## src/core/vfw_pkg.sv

```systemverilog
package vfw_pkg;
   // command codes
   localparam logic [7:0] CMD_OVF_LIMIT = 8'h40;
   localparam logic [7:0] CMD_OV_ACTION = 8'h41;
   localparam logic [7:0] CMD_OVW_LIMIT = 8'h42;
   localparam logic [7:0] CMD_UVW_LIMIT = 8'h43;
   localparam logic [7:0] CMD_UVF_LIMIT = 8'h44;
   localparam logic [7:0] CMD_UV_ACTION = 8'h45;
   localparam logic [7:0] CMD_STAT_BYTE = 8'h78;
   localparam logic [7:0] CMD_STAT_WORD = 8'h79;
   localparam logic [7:0] CMD_STAT_VOUT = 8'h7a;
   localparam logic [7:0] CMD_STAT_CML = 8'h7e;
   // action byte fields
   localparam int ACT_SEL_HI = 7;
   localparam int ACT_SEL_LO = 6;
   localparam int ACT_RETRY_HI = 5;
   localparam int ACT_RETRY_LO = 3;
   localparam int ACT_DLY_HI = 2;
   localparam int ACT_DLY_LO = 0;
   localparam logic [1:0] ACT_IGNORE = 2'h0;
   localparam logic [1:0] ACT_SHUT_A = 2'h1;
   localparam logic [1:0] ACT_SHUT_B = 2'h2;
   localparam logic [1:0] ACT_INVALID = 2'h3;
   localparam logic [2:0] RETRY_LATCH = 3'h0;
   localparam logic [2:0] RETRY_FOREVER = 3'h7;
   // status bit positions
   localparam int SB_OV_FAULT = 5;
   localparam int SB_CML = 1;
   localparam int SB_NOTA = 0;
   localparam int SV_OV_FAULT = 7;
   localparam int SV_OV_WARN = 6;
   localparam int SV_UV_WARN = 5;
   localparam int SV_UV_FAULT = 4;
   localparam int CML_BAD_CMD = 7;
   localparam int CML_BAD_DATA = 6;
   // undervoltage shutdown delays in switching cycles
   localparam logic [19:0] UV_DLY_ONE = 20'h1;
   localparam logic [19:0] UV_DLY_THREE = 20'h3;
   localparam logic [19:0] UV_DLY_SEVEN = 20'h7;
   localparam logic [2:0] UV_DLY_CODE_MID = 3'h2;
   localparam logic [2:0] UV_DLY_CODE_LONG = 3'h5;
   // limits are per mille of the output target
   localparam logic [31:0] PM_SCALE = 32'h3e8;
   localparam int MAP_N = 5;
   localparam int MAP_OVF = 0;
   localparam int MAP_OVF_OFF = 1;
   localparam int MAP_OVW = 2;
   localparam int MAP_UVW = 3;
   localparam int MAP_UVF = 4;
   localparam logic [15:0] MAP_MIN [MAP_N] = '{16'h041a, 16'h044c, 16'h0406, 16'h0348, 16'h0258};
   localparam logic [15:0] MAP_MAX [MAP_N] = '{16'h0578, 16'h0578, 16'h0488, 16'h03ca, 16'h03b6};
   localparam logic [15:0] MAP_STEP [MAP_N] = '{16'h0019, 16'h0064, 16'h000a, 16'h000a, 16'h0019};
   localparam logic MAP_UP [MAP_N] = '{1'b1, 1'b1, 1'b1, 1'b0, 1'b0};
   // reset values until the nonvolatile copy is taken
   localparam logic [15:0] RST_OVF_LIMIT = 16'h047e;
   localparam logic [15:0] RST_OVF_OFF_HW = 16'h04b0;
   localparam logic [15:0] RST_OVW_LIMIT = 16'h044c;
   localparam logic [15:0] RST_UVW_LIMIT = 16'h0384;
   localparam logic [15:0] RST_UVF_LIMIT = 16'h0320;
   localparam logic [7:0] RST_OV_ACTION = 8'h80;
   localparam logic [7:0] RST_UV_ACTION = 8'h80;

   typedef enum logic [2:0] {
      ST_OFF, ST_RISE, ST_CHECK, ST_ON, ST_UV_WAIT, ST_RESTART_WAIT_PERIOD, ST_LATCHED
   } vfw_state_t;

   typedef struct packed {
      logic [15:0] ovf_lim, ovw_lim, uvw_lim, uvf_lim;
      logic [15:0] ovf_hw, ovf_off_hw, ovw_hw, uvw_hw, uvf_hw;
      logic [7:0] ov_act, uv_act;
      vfw_state_t st;
      logic [19:0] cnt;
      logic [2:0] tries;
      logic [7:0] stat_byte, stat_vout, stat_cml;
      logic stat_word_vout;
      logic load_pend;
      logic pwr_en;
      logic alert_n;
      logic [15:0] rdata;
   } vfw_regs_t;
endpackage : vfw_pkg

```

## src/core/vfw_map_if.sv

```systemverilog
`timescale 1ns/10ps
`default_nettype none
interface vfw_map_if;
   logic [15:0] req;
   logic [15:0] hw;
   logic ok;
   modport mapper (input req, output hw, output ok);
   modport user (output req, input hw, input ok);
endinterface : vfw_map_if
`default_nettype wire

```

## src/core/vfw_limit_map.sv

```systemverilog
`timescale 1ns/10ps
`default_nettype none
module vfw_limit_map #(
   parameter logic [15:0] MIN_PM = 16'h0400,
   parameter logic [15:0] MAX_PM = 16'h0500,
   parameter logic [15:0] STEP_PM = 16'h000a,
   parameter logic ROUND_UP = 1'b1
) (
   // requested limit in, hardware step out
   vfw_map_if.mapper m
);
   always_comb begin
      logic [15:0] off;
      off = m.req - MIN_PM;
      if (ROUND_UP) begin
         m.ok = (m.req <= MAX_PM);
         if (m.req <= MIN_PM) begin
            m.hw = MIN_PM;
         end else begin
            m.hw = MIN_PM + ((off + STEP_PM - 16'h1) / STEP_PM) * STEP_PM;
         end
      end else begin
         m.ok = (m.req >= MIN_PM);
         if (m.req >= MAX_PM) begin
            m.hw = MAX_PM;
         end else begin
            m.hw = MIN_PM + (off / STEP_PM) * STEP_PM;
         end
      end
      if (!m.ok) begin
         m.hw = MIN_PM;
      end
   end
endmodule : vfw_limit_map
`default_nettype wire

```

## src/core/vfw_vout_supervisor.sv

```systemverilog
// Operation
// - ov action: ignore, shutdown-retry, or invalid
// - ov retry: latch, limited tries, or forever
// - ov restart_wait_period equals code times rise time, code 0 one rise time
// - invalid written values flag status, alert host
// - quiet check window after rise clears tries
// - limits act as per mille of present target
// - ov warning 103-116 percent, round up
// - ov warning sets vout bits, alerts
// - uv warning 84-97 percent, round down
// - uv warning sets vout bits, alerts
// - uv fault 60-95 percent, round down
// - uv fault sets status bits, alerts
// - uv action: ignore, delayed, immediate, invalid
// - uv retry: latch, limited tries, or forever
// - uv delay one/three/seven cycles, restart_wait_period multiple
// - ov fault sets status bits, alerts
// - ov fault 105-140 percent, coarser when off
`timescale 1ns/10ps
`default_nettype none
module vfw_vout_supervisor
   import vfw_pkg::*;
(
   // clock and reset
   input wire logic i_clock,
   input wire logic i_rst_n,
   // command port
   input wire logic i_wr_valid,
   input wire logic [7:0] i_wr_code,
   input wire logic [15:0] i_wr_data,
   input wire logic [7:0] i_rd_code,
   input wire logic i_clear_faults,
   // nonvolatile copy, taken once after reset
   input wire logic [15:0] i_nvm_ovf_limit,
   input wire logic [15:0] i_nvm_ovw_limit,
   input wire logic [15:0] i_nvm_uvw_limit,
   input wire logic [15:0] i_nvm_uvf_limit,
   input wire logic [7:0] i_nvm_ov_action,
   input wire logic [7:0] i_nvm_uv_action,
   // converter
   input wire logic [15:0] i_vout_sense,
   input wire logic [15:0] i_vout_target,
   input wire logic [15:0] i_rise_cycles,
   input wire logic [15:0] i_startup_limit_cycles,
   input wire logic i_cmd_on,
   // outputs
   output logic [15:0] o_rd_data,
   output logic o_power_enable,
   output logic o_alert_n
);
   vfw_regs_t q;
   vfw_regs_t d;
   logic [15:0] map_req [MAP_N];
   logic [15:0] map_hw [MAP_N];
   logic [MAP_N-1:0] map_ok;
   logic [15:0] nvm_lim [MAP_N];
   logic wr_ok;
   logic wr_known;
   logic [31:0] sense_pm;
   logic [15:0] ovf_sel;
   logic converting;
   logic ov_flt;
   logic ov_warn;
   logic uv_warn;
   logic uv_flt;
   logic do_shut;
   logic shut_uv;
   logic [2:0] retry;
   logic [15:0] window;

   function automatic logic [19:0] minus1(input logic [19:0] x);
      return (x == 20'h0) ? 20'h0 : x - 20'h1;
   endfunction : minus1

   function automatic logic [19:0] hic_len(input logic [2:0] code, input logic [15:0] rise);
      logic [2:0] mult;
      mult = (code <= 3'h1) ? 3'h1 : code;
      return {4'h0, rise} * {17'h0, mult};
   endfunction : hic_len

   function automatic logic [19:0] uv_delay(input logic [2:0] code);
      if (code >= UV_DLY_CODE_LONG) begin
         return UV_DLY_SEVEN;
      end else if (code >= UV_DLY_CODE_MID) begin
         return UV_DLY_THREE;
      end
      return UV_DLY_ONE;
   endfunction : uv_delay

   assign nvm_lim[MAP_OVF] = i_nvm_ovf_limit;
   assign nvm_lim[MAP_OVF_OFF] = i_nvm_ovf_limit;
   assign nvm_lim[MAP_OVW] = i_nvm_ovw_limit;
   assign nvm_lim[MAP_UVW] = i_nvm_uvw_limit;
   assign nvm_lim[MAP_UVF] = i_nvm_uvf_limit;

   for (genvar g = 0; g < MAP_N; g++) begin : g_map
      vfw_map_if map_if ();
      assign map_req[g] = q.load_pend ? nvm_lim[g] : i_wr_data;
      assign map_if.req = map_req[g];
      assign map_hw[g] = map_if.hw;
      assign map_ok[g] = map_if.ok;
      vfw_limit_map #(
         .MIN_PM(MAP_MIN[g]),
         .MAX_PM(MAP_MAX[g]),
         .STEP_PM(MAP_STEP[g]),
         .ROUND_UP(MAP_UP[g])
      ) u_map (
         .m(map_if.mapper)
      );
   end

   always_comb begin
      wr_known = 1'b1;
      wr_ok = 1'b1;
      case (i_wr_code)
         CMD_OVF_LIMIT: wr_ok = map_ok[MAP_OVF];
         CMD_OV_ACTION: wr_ok = (i_wr_data[ACT_SEL_HI:ACT_SEL_LO] != ACT_INVALID);
         CMD_OVW_LIMIT: wr_ok = map_ok[MAP_OVW];
         CMD_UVW_LIMIT: wr_ok = map_ok[MAP_UVW];
         CMD_UVF_LIMIT: wr_ok = map_ok[MAP_UVF];
         CMD_UV_ACTION: wr_ok = (i_wr_data[ACT_SEL_HI:ACT_SEL_LO] != ACT_INVALID);
         default: begin
            wr_known = 1'b0;
            wr_ok = 1'b0;
         end
      endcase
   end

   // thresholds follow the live target, stored words are never rewritten
   assign converting = (q.st == ST_RISE) || (q.st == ST_CHECK) || (q.st == ST_ON) || (q.st == ST_UV_WAIT);
   assign ovf_sel = converting ? q.ovf_hw : q.ovf_off_hw;
   assign sense_pm = {16'h0, i_vout_sense} * PM_SCALE;
   assign ov_flt = sense_pm > {16'h0, i_vout_target} * {16'h0, ovf_sel};
   assign ov_warn = sense_pm > {16'h0, i_vout_target} * {16'h0, q.ovw_hw};
   assign uv_warn = (q.st == ST_ON) && (sense_pm < {16'h0, i_vout_target} * {16'h0, q.uvw_hw});
   assign uv_flt = ((q.st == ST_ON) || (q.st == ST_CHECK) || (q.st == ST_UV_WAIT))
                   && (sense_pm < {16'h0, i_vout_target} * {16'h0, q.uvf_hw});
   assign window = (i_startup_limit_cycles != 16'h0) ? i_startup_limit_cycles : i_rise_cycles;

   always_comb begin
      d = q;
      do_shut = 1'b0;
      shut_uv = 1'b0;
      retry = 3'h0;
      // configuration load and writes
      if (q.load_pend) begin
         d.load_pend = 1'b0;
         if (map_ok[MAP_OVF]) begin
            d.ovf_lim = i_nvm_ovf_limit;
            d.ovf_hw = map_hw[MAP_OVF];
            d.ovf_off_hw = map_hw[MAP_OVF_OFF];
         end
         if (map_ok[MAP_OVW]) begin
            d.ovw_lim = i_nvm_ovw_limit;
            d.ovw_hw = map_hw[MAP_OVW];
         end
         if (map_ok[MAP_UVW]) begin
            d.uvw_lim = i_nvm_uvw_limit;
            d.uvw_hw = map_hw[MAP_UVW];
         end
         if (map_ok[MAP_UVF]) begin
            d.uvf_lim = i_nvm_uvf_limit;
            d.uvf_hw = map_hw[MAP_UVF];
         end
         if (i_nvm_ov_action[ACT_SEL_HI:ACT_SEL_LO] != ACT_INVALID) begin
            d.ov_act = i_nvm_ov_action;
         end
         if (i_nvm_uv_action[ACT_SEL_HI:ACT_SEL_LO] != ACT_INVALID) begin
            d.uv_act = i_nvm_uv_action;
         end
      end else if (i_wr_valid && wr_ok) begin
         case (i_wr_code)
            CMD_OVF_LIMIT: begin
               d.ovf_lim = i_wr_data;
               d.ovf_hw = map_hw[MAP_OVF];
               d.ovf_off_hw = map_hw[MAP_OVF_OFF];
            end
            CMD_OV_ACTION: d.ov_act = i_wr_data[7:0];
            CMD_OVW_LIMIT: begin
               d.ovw_lim = i_wr_data;
               d.ovw_hw = map_hw[MAP_OVW];
            end
            CMD_UVW_LIMIT: begin
               d.uvw_lim = i_wr_data;
               d.uvw_hw = map_hw[MAP_UVW];
            end
            CMD_UVF_LIMIT: begin
               d.uvf_lim = i_wr_data;
               d.uvf_hw = map_hw[MAP_UVF];
            end
            CMD_UV_ACTION: d.uv_act = i_wr_data[7:0];
            default: d.rdata = q.rdata;
         endcase
      end
      // restart sequencing
      case (q.st)
         ST_OFF: begin
            if (i_cmd_on) begin
               d.st = ST_RISE;
               d.cnt = minus1({4'h0, i_rise_cycles});
               d.pwr_en = 1'b1;
               d.tries = 3'h0;
            end
         end
         ST_RISE: begin
            if (q.cnt == 20'h0) begin
               d.st = ST_CHECK;
               d.cnt = minus1({4'h0, window});
            end else begin
               d.cnt = q.cnt - 20'h1;
            end
         end
         ST_CHECK: begin
            if (q.cnt == 20'h0) begin
               d.st = ST_ON;
               d.tries = 3'h0;
            end else begin
               d.cnt = q.cnt - 20'h1;
            end
         end
         ST_UV_WAIT: begin
            if (q.cnt == 20'h0) begin
               do_shut = 1'b1;
               shut_uv = 1'b1;
            end else begin
               d.cnt = q.cnt - 20'h1;
            end
         end
         ST_RESTART_WAIT_PERIOD: begin
            if (q.cnt == 20'h0) begin
               d.st = ST_RISE;
               d.cnt = minus1({4'h0, i_rise_cycles});
               d.pwr_en = 1'b1;
            end else begin
               d.cnt = q.cnt - 20'h1;
            end
         end
         ST_ON, ST_LATCHED: d.st = q.st;
         default: d.st = ST_OFF;
      endcase
      // fault responses
      if (converting && ov_flt && (q.ov_act[ACT_SEL_HI:ACT_SEL_LO] != ACT_IGNORE)) begin
         do_shut = 1'b1;
         shut_uv = 1'b0;
      end else if (uv_flt && (q.uv_act[ACT_SEL_HI:ACT_SEL_LO] == ACT_SHUT_B)) begin
         do_shut = 1'b1;
         shut_uv = 1'b1;
      end else if (uv_flt && (q.st != ST_UV_WAIT) && (q.uv_act[ACT_SEL_HI:ACT_SEL_LO] == ACT_SHUT_A)) begin
         d.st = ST_UV_WAIT;
         d.cnt = minus1(uv_delay(q.uv_act[ACT_DLY_HI:ACT_DLY_LO]));
      end
      if (do_shut) begin
         retry = shut_uv ? q.uv_act[ACT_RETRY_HI:ACT_RETRY_LO] : q.ov_act[ACT_RETRY_HI:ACT_RETRY_LO];
         d.pwr_en = 1'b0;
         if ((retry == RETRY_FOREVER) || (q.tries < retry)) begin
            d.st = ST_RESTART_WAIT_PERIOD;
            d.tries = (retry == RETRY_FOREVER) ? q.tries : q.tries + 3'h1;
            d.cnt = minus1(hic_len(shut_uv ? q.uv_act[ACT_DLY_HI:ACT_DLY_LO]
                                            : q.ov_act[ACT_DLY_HI:ACT_DLY_LO], i_rise_cycles));
         end else begin
            d.st = ST_LATCHED;
         end
      end
      if (!i_cmd_on && (q.st != ST_OFF)) begin
         d.st = ST_OFF;
         d.pwr_en = 1'b0;
         d.tries = 3'h0;
         d.cnt = 20'h0;
      end
      // sticky status, a set in the clearing cycle wins
      if (i_clear_faults) begin
         d.stat_byte = 8'h0;
         d.stat_vout = 8'h0;
         d.stat_cml = 8'h0;
         d.stat_word_vout = 1'b0;
      end
      if (ov_flt) begin
         d.stat_byte[SB_OV_FAULT] = 1'b1;
         d.stat_word_vout = 1'b1;
         d.stat_vout[SV_OV_FAULT] = 1'b1;
      end
      if (ov_warn) begin
         d.stat_word_vout = 1'b1;
         d.stat_vout[SV_OV_WARN] = 1'b1;
      end
      if (uv_warn) begin
         d.stat_word_vout = 1'b1;
         d.stat_vout[SV_UV_WARN] = 1'b1;
      end
      if (uv_flt) begin
         d.stat_byte[SB_NOTA] = 1'b1;
         d.stat_word_vout = 1'b1;
         d.stat_vout[SV_UV_FAULT] = 1'b1;
      end
      if (i_wr_valid && !q.load_pend && !wr_ok) begin
         d.stat_byte[SB_CML] = 1'b1;
         d.stat_word_vout = q.stat_word_vout | d.stat_word_vout;
         if (wr_known) begin
            d.stat_cml[CML_BAD_DATA] = 1'b1;
         end else begin
            d.stat_cml[CML_BAD_CMD] = 1'b1;
         end
      end
      d.alert_n = ~((|d.stat_byte) | (|d.stat_vout) | (|d.stat_cml) | d.stat_word_vout);
      case (i_rd_code)
         CMD_OVF_LIMIT: d.rdata = q.ovf_lim;
         CMD_OV_ACTION: d.rdata = {8'h0, q.ov_act};
         CMD_OVW_LIMIT: d.rdata = q.ovw_lim;
         CMD_UVW_LIMIT: d.rdata = q.uvw_lim;
         CMD_UVF_LIMIT: d.rdata = q.uvf_lim;
         CMD_UV_ACTION: d.rdata = {8'h0, q.uv_act};
         CMD_STAT_BYTE: d.rdata = {8'h0, q.stat_byte};
         CMD_STAT_WORD: d.rdata = {q.stat_word_vout, 7'h0, q.stat_byte};
         CMD_STAT_VOUT: d.rdata = {8'h0, q.stat_vout};
         CMD_STAT_CML: d.rdata = {8'h0, q.stat_cml};
         default: d.rdata = 16'h0;
      endcase
   end

   always_ff @(posedge i_clock or negedge i_rst_n) begin
      if (!i_rst_n) begin
         q <= '{ovf_lim: RST_OVF_LIMIT, ovw_lim: RST_OVW_LIMIT, uvw_lim: RST_UVW_LIMIT,
                uvf_lim: RST_UVF_LIMIT, ovf_hw: RST_OVF_LIMIT, ovf_off_hw: RST_OVF_OFF_HW,
                ovw_hw: RST_OVW_LIMIT, uvw_hw: RST_UVW_LIMIT, uvf_hw: RST_UVF_LIMIT,
                ov_act: RST_OV_ACTION, uv_act: RST_UV_ACTION, st: ST_OFF, load_pend: 1'b1,
                alert_n: 1'b1, default: '0};
      end else begin
         q <= d;
      end
   end

   assign o_rd_data = q.rdata;
   assign o_power_enable = q.pwr_en;
   assign o_alert_n = q.alert_n;
endmodule : vfw_vout_supervisor
`default_nettype wire

```

## config.mk

```make
export PLATFORM = sky130hd
export DESIGN_NAME = vfw_vout_supervisor
export DESIGN_NICKNAME = d
export VERILOG_FILES = /design/src/core/vfw_pkg.sv /design/src/core/vfw_map_if.sv /design/src/core/vfw_limit_map.sv /design/src/core/vfw_vout_supervisor.sv
export SDC_FILE = /design/constraint.sdc
export NUM_CORES = 2
export LEC_CHECK = 0
export BUFFER_PORTS_ARGS = -buffer_cell sky130_fd_sc_hd__clkbuf_2
export CAP_MARGIN = 25
export CORE_ASPECT_RATIO = 0.75
export CORE_MARGIN = 1.5
export CORE_UTILIZATION = 60
export CTS_BUF_LIST = sky130_fd_sc_hd__clkbuf_2
export CTS_CLUSTER_SIZE = 24
export DETAILED_ROUTE_END_ITERATION = 10
export GPL_TIMING_DRIVEN = 1
export HOLD_SLACK_MARGIN = 0.15
export PLACE_DENSITY = 0.77
export SLEW_MARGIN = 20
export SYNTH_ARGS = -nofsm -noshare
export SYNTH_HDL_FRONTEND = slang
export SYNTH_SLANG_ARGS = --single-unit
```

## constraint.sdc

```tcl
create_clock -name i_clock -period 18 [get_ports i_clock]
set_input_delay 2.7 -clock i_clock [delete_from_list [all_inputs] [get_ports i_clock]]
set_output_delay 2.7 -clock i_clock [all_outputs]
set_load 0.05 [all_outputs]
```

==> impl_metrics.yaml <==
clock_network:
  clk_path_buf_depth: 3
  clk_pin_slew_ns: 0.10
  tritoncts: "done"
  cts_sinks: 226
  htreeDepth: 2
  numCtsBuffers: 59
  cts-root-buf: "clkbuf_2"
  clkLatencyLatePin_ns: 1.16
sta:
  fin_setup_tns_ns: 0
  period_share: 0.940
  setup_violations: 0
  worstMarginPinSlew_ns: 1.11
  hold_viol_final: 0
  fin_crit_ns: 16.92
  fin_skew_ns: 0.0982
  fmax_mhz: 59.1
  rsz0062_at_grt: "false"
  slew_viol_final: 0
  slew_headroom: 0.249
  holdWs_ns: 0.479
critical_path:
  worstSetupPathType: "in -> reg"
  critPathSlowestCell: "or4bb_1"
  end_kind: "flip-flop"
  critPathRequiredTime_ns: 18.99
  critPathMaxFanout: 12
  cp.arrival_ns: 17.90
  cp-start-kind: "primary input"
  max_stage_delay_ns: 0.53
yosys:
  ys_types: 140
  syn_area_per_cell_um2: 8.23
  ys_ff_latch: 226
  synth_fp_nets: 9736
  synth_enable_flop_cells: 0
  synthTopCellsByCount: "1,139 x inv_1, 1,004 x nand2_1, 841 x fa_1, 768 x ha_1, 476 x a21oi_1"
  synthArstFlopShare: 1.00
  ys_top_cells_by_area: "fa_1 26%, ha_1 15%, dfrtp_1 7.0%, inv_1 6.5%, nand2_1 5.8%"
  synthCells: 7946
  synth.most_common_cell: "inv_1"
  synth_top_area_frac: 0.257
  seq_area_frac_synth: 0.0873
  yosys.area.top_type: "fa_1"
  yosys_warnings: 0
  ys.flop_type: "dfrtp_1"
  synth_area_um2: 65400
global_routing:
  grt_use_total: 0.361
  antenna_found_initial: 19
  grt_overflow_total: 0
  grt_pass1_wl_um: 318000
  grt_pass1_vias: 57600
  grt_start_max_net_pins: 119
place:
  dp_hpwl_um: 162000
  place.gp.congestion: 1.01
  placed_area_um2: 68300
  portBuffers: 198
  dp.cells: 9421
min_path:
  hold_class: "reg -> reg"
floorplan:
  row_count: 104
  die_y_um: 289
  start_util: 0.608
  core_area_um2: 108000
  design.die.area_um2: 111000
  fp.dieW_um: 384
  pin_count: 199
cells_and_area:
  syn2layout_area_growth_pct: 5.41
  nets: 9843
  fin_area_um2: 68900
  nFillCells: 9269
  stdcell_count: 9557
  drive_above_1_share: 0.0901
detailed_routing:
  vias_per_cell: 6.14
  drt_iter0_markers: 5825
  vias: 58700
  wire_per_inst_um: 20.9
  drc: 0
  drt-total-wl_um: 200000
  ant_nets: 0
  firstDrtPassIters: 6
outcome:
  status: "completed"
run:
  cap_violations: 0
## flip-flops by register name, summed over array words and instances (netlist names)
name / flops
q: 208
o_alert_n: 1
o_power_enable: 1
o_rd_data: 16
## worst max-delay path: cells and delay by family
kind | cells | cell delay [ns]
simple gates | 16 | 4.66
fa+ha+maj | 4 | 1.16
buf+inv | 6 | 1.00
xor+xnor | 3 | 0.57
compound gates | 29 | 7.61
mux | 1 | 0.15
## worst paths after layout
path / startpoint / endpoint / slack [ns] / cells after the start
worst max-delay path: i_wr_data[1] / q[164] / 1.08 / 59
worst min-delay path: q[156] / q[156] / 0.48 / 2
worst max register to register: q[67] / q[64] / 1.33 / 67
worst min register to register: q[156] / q[156] / 0.48 / 2
max in group asynchronous: i_rst_n / q[67] / 14.23 / 3
min in group asynchronous: i_rst_n / q[193] / 1.58 / 1
## metrics by stage
stage | utilization | setup WS (ns)
floorplan | - | 1.48
global placement | 0.634 | 0.273
detailed placement | 0.634 | 0.0882
CTS | 0.640 | 1.21
global route | 0.640 | 0.0461
finish | 0.640 | 1.08
## metal layers
metal  vias to the layer above  share of wire  global-route usage
met1                     28600           0.44               0.532
met5                         -        0.00031                   0
met2                      2950           0.42               0.538
met3                       419           0.10              0.0625
li1                      26700              -                   -
met4                        10          0.036               0.119
## logic make-up (layout without fill, tap and decap cells)
family                   after synthesis  after routing  synth area share
flip-flops                           226            226            0.0873
buffers and inverters               1512           1670            0.0895
other                                  1             23         0.0000573
multiplexers                         103            103            0.0169
AO/OA/AOI/OAI                       1604           1604             0.161
XOR/XNOR                             430            430            0.0581
AND/OR/NAND/NOR                     2456           2456             0.182
adder cells (fa/ha/maj)             1614           1614             0.405
## final cells by class
| cell class | count | area (um2) | share of cell area |
|---|---|---|---|
| flip-flops and latches | 226 | 5720 | 0.0829 |
| diodes | 22 | 55.1 | 0.000799 |
| clock buffers | 91 | 455 | 0.00661 |
| well taps | 1431 | 1790 | 0.0260 |
| inverters | 1151 | 4320 | 0.0627 |
| repair buffers | 407 | 2610 | 0.0378 |
| multi-input cells | 6208 | 53900 | 0.782 |
| clock inverters | 21 | 106 | 0.00154 |
## what timing repair did
| action | in CTS | in global routing |
|---|---|---|
| setup endpoints to repair | 0 | 19 |
| buffers inserted | 0 | 0 |
| gates resized for setup | 0 | 7 |
| hold buffers | 0 | 0 |
## cell usage in the layout, fill, tap and decap left out, drive strengths merged, types with 88 or more instances in the layout
| master | count |
|---|---|
| a21oi | 490 |
| and2 | 325 |
| inv | 1151 |
| dfrtp | 182 |
| o21ai | 354 |
| ha | 768 |
| nor3 | 119 |
| buf | 208 |
| nand2 | 1006 |
| nand3 | 145 |
| a21o | 88 |
| nor2 | 377 |
| clkbuf | 290 |
| fa | 841 |
| xnor2 | 322 |
| xor2 | 108 |
| nor2b | 122 |
Power is left out: the tool's default activity adds up to more than one toggle a clock period on the data nets, which glitch-free logic cannot reach.
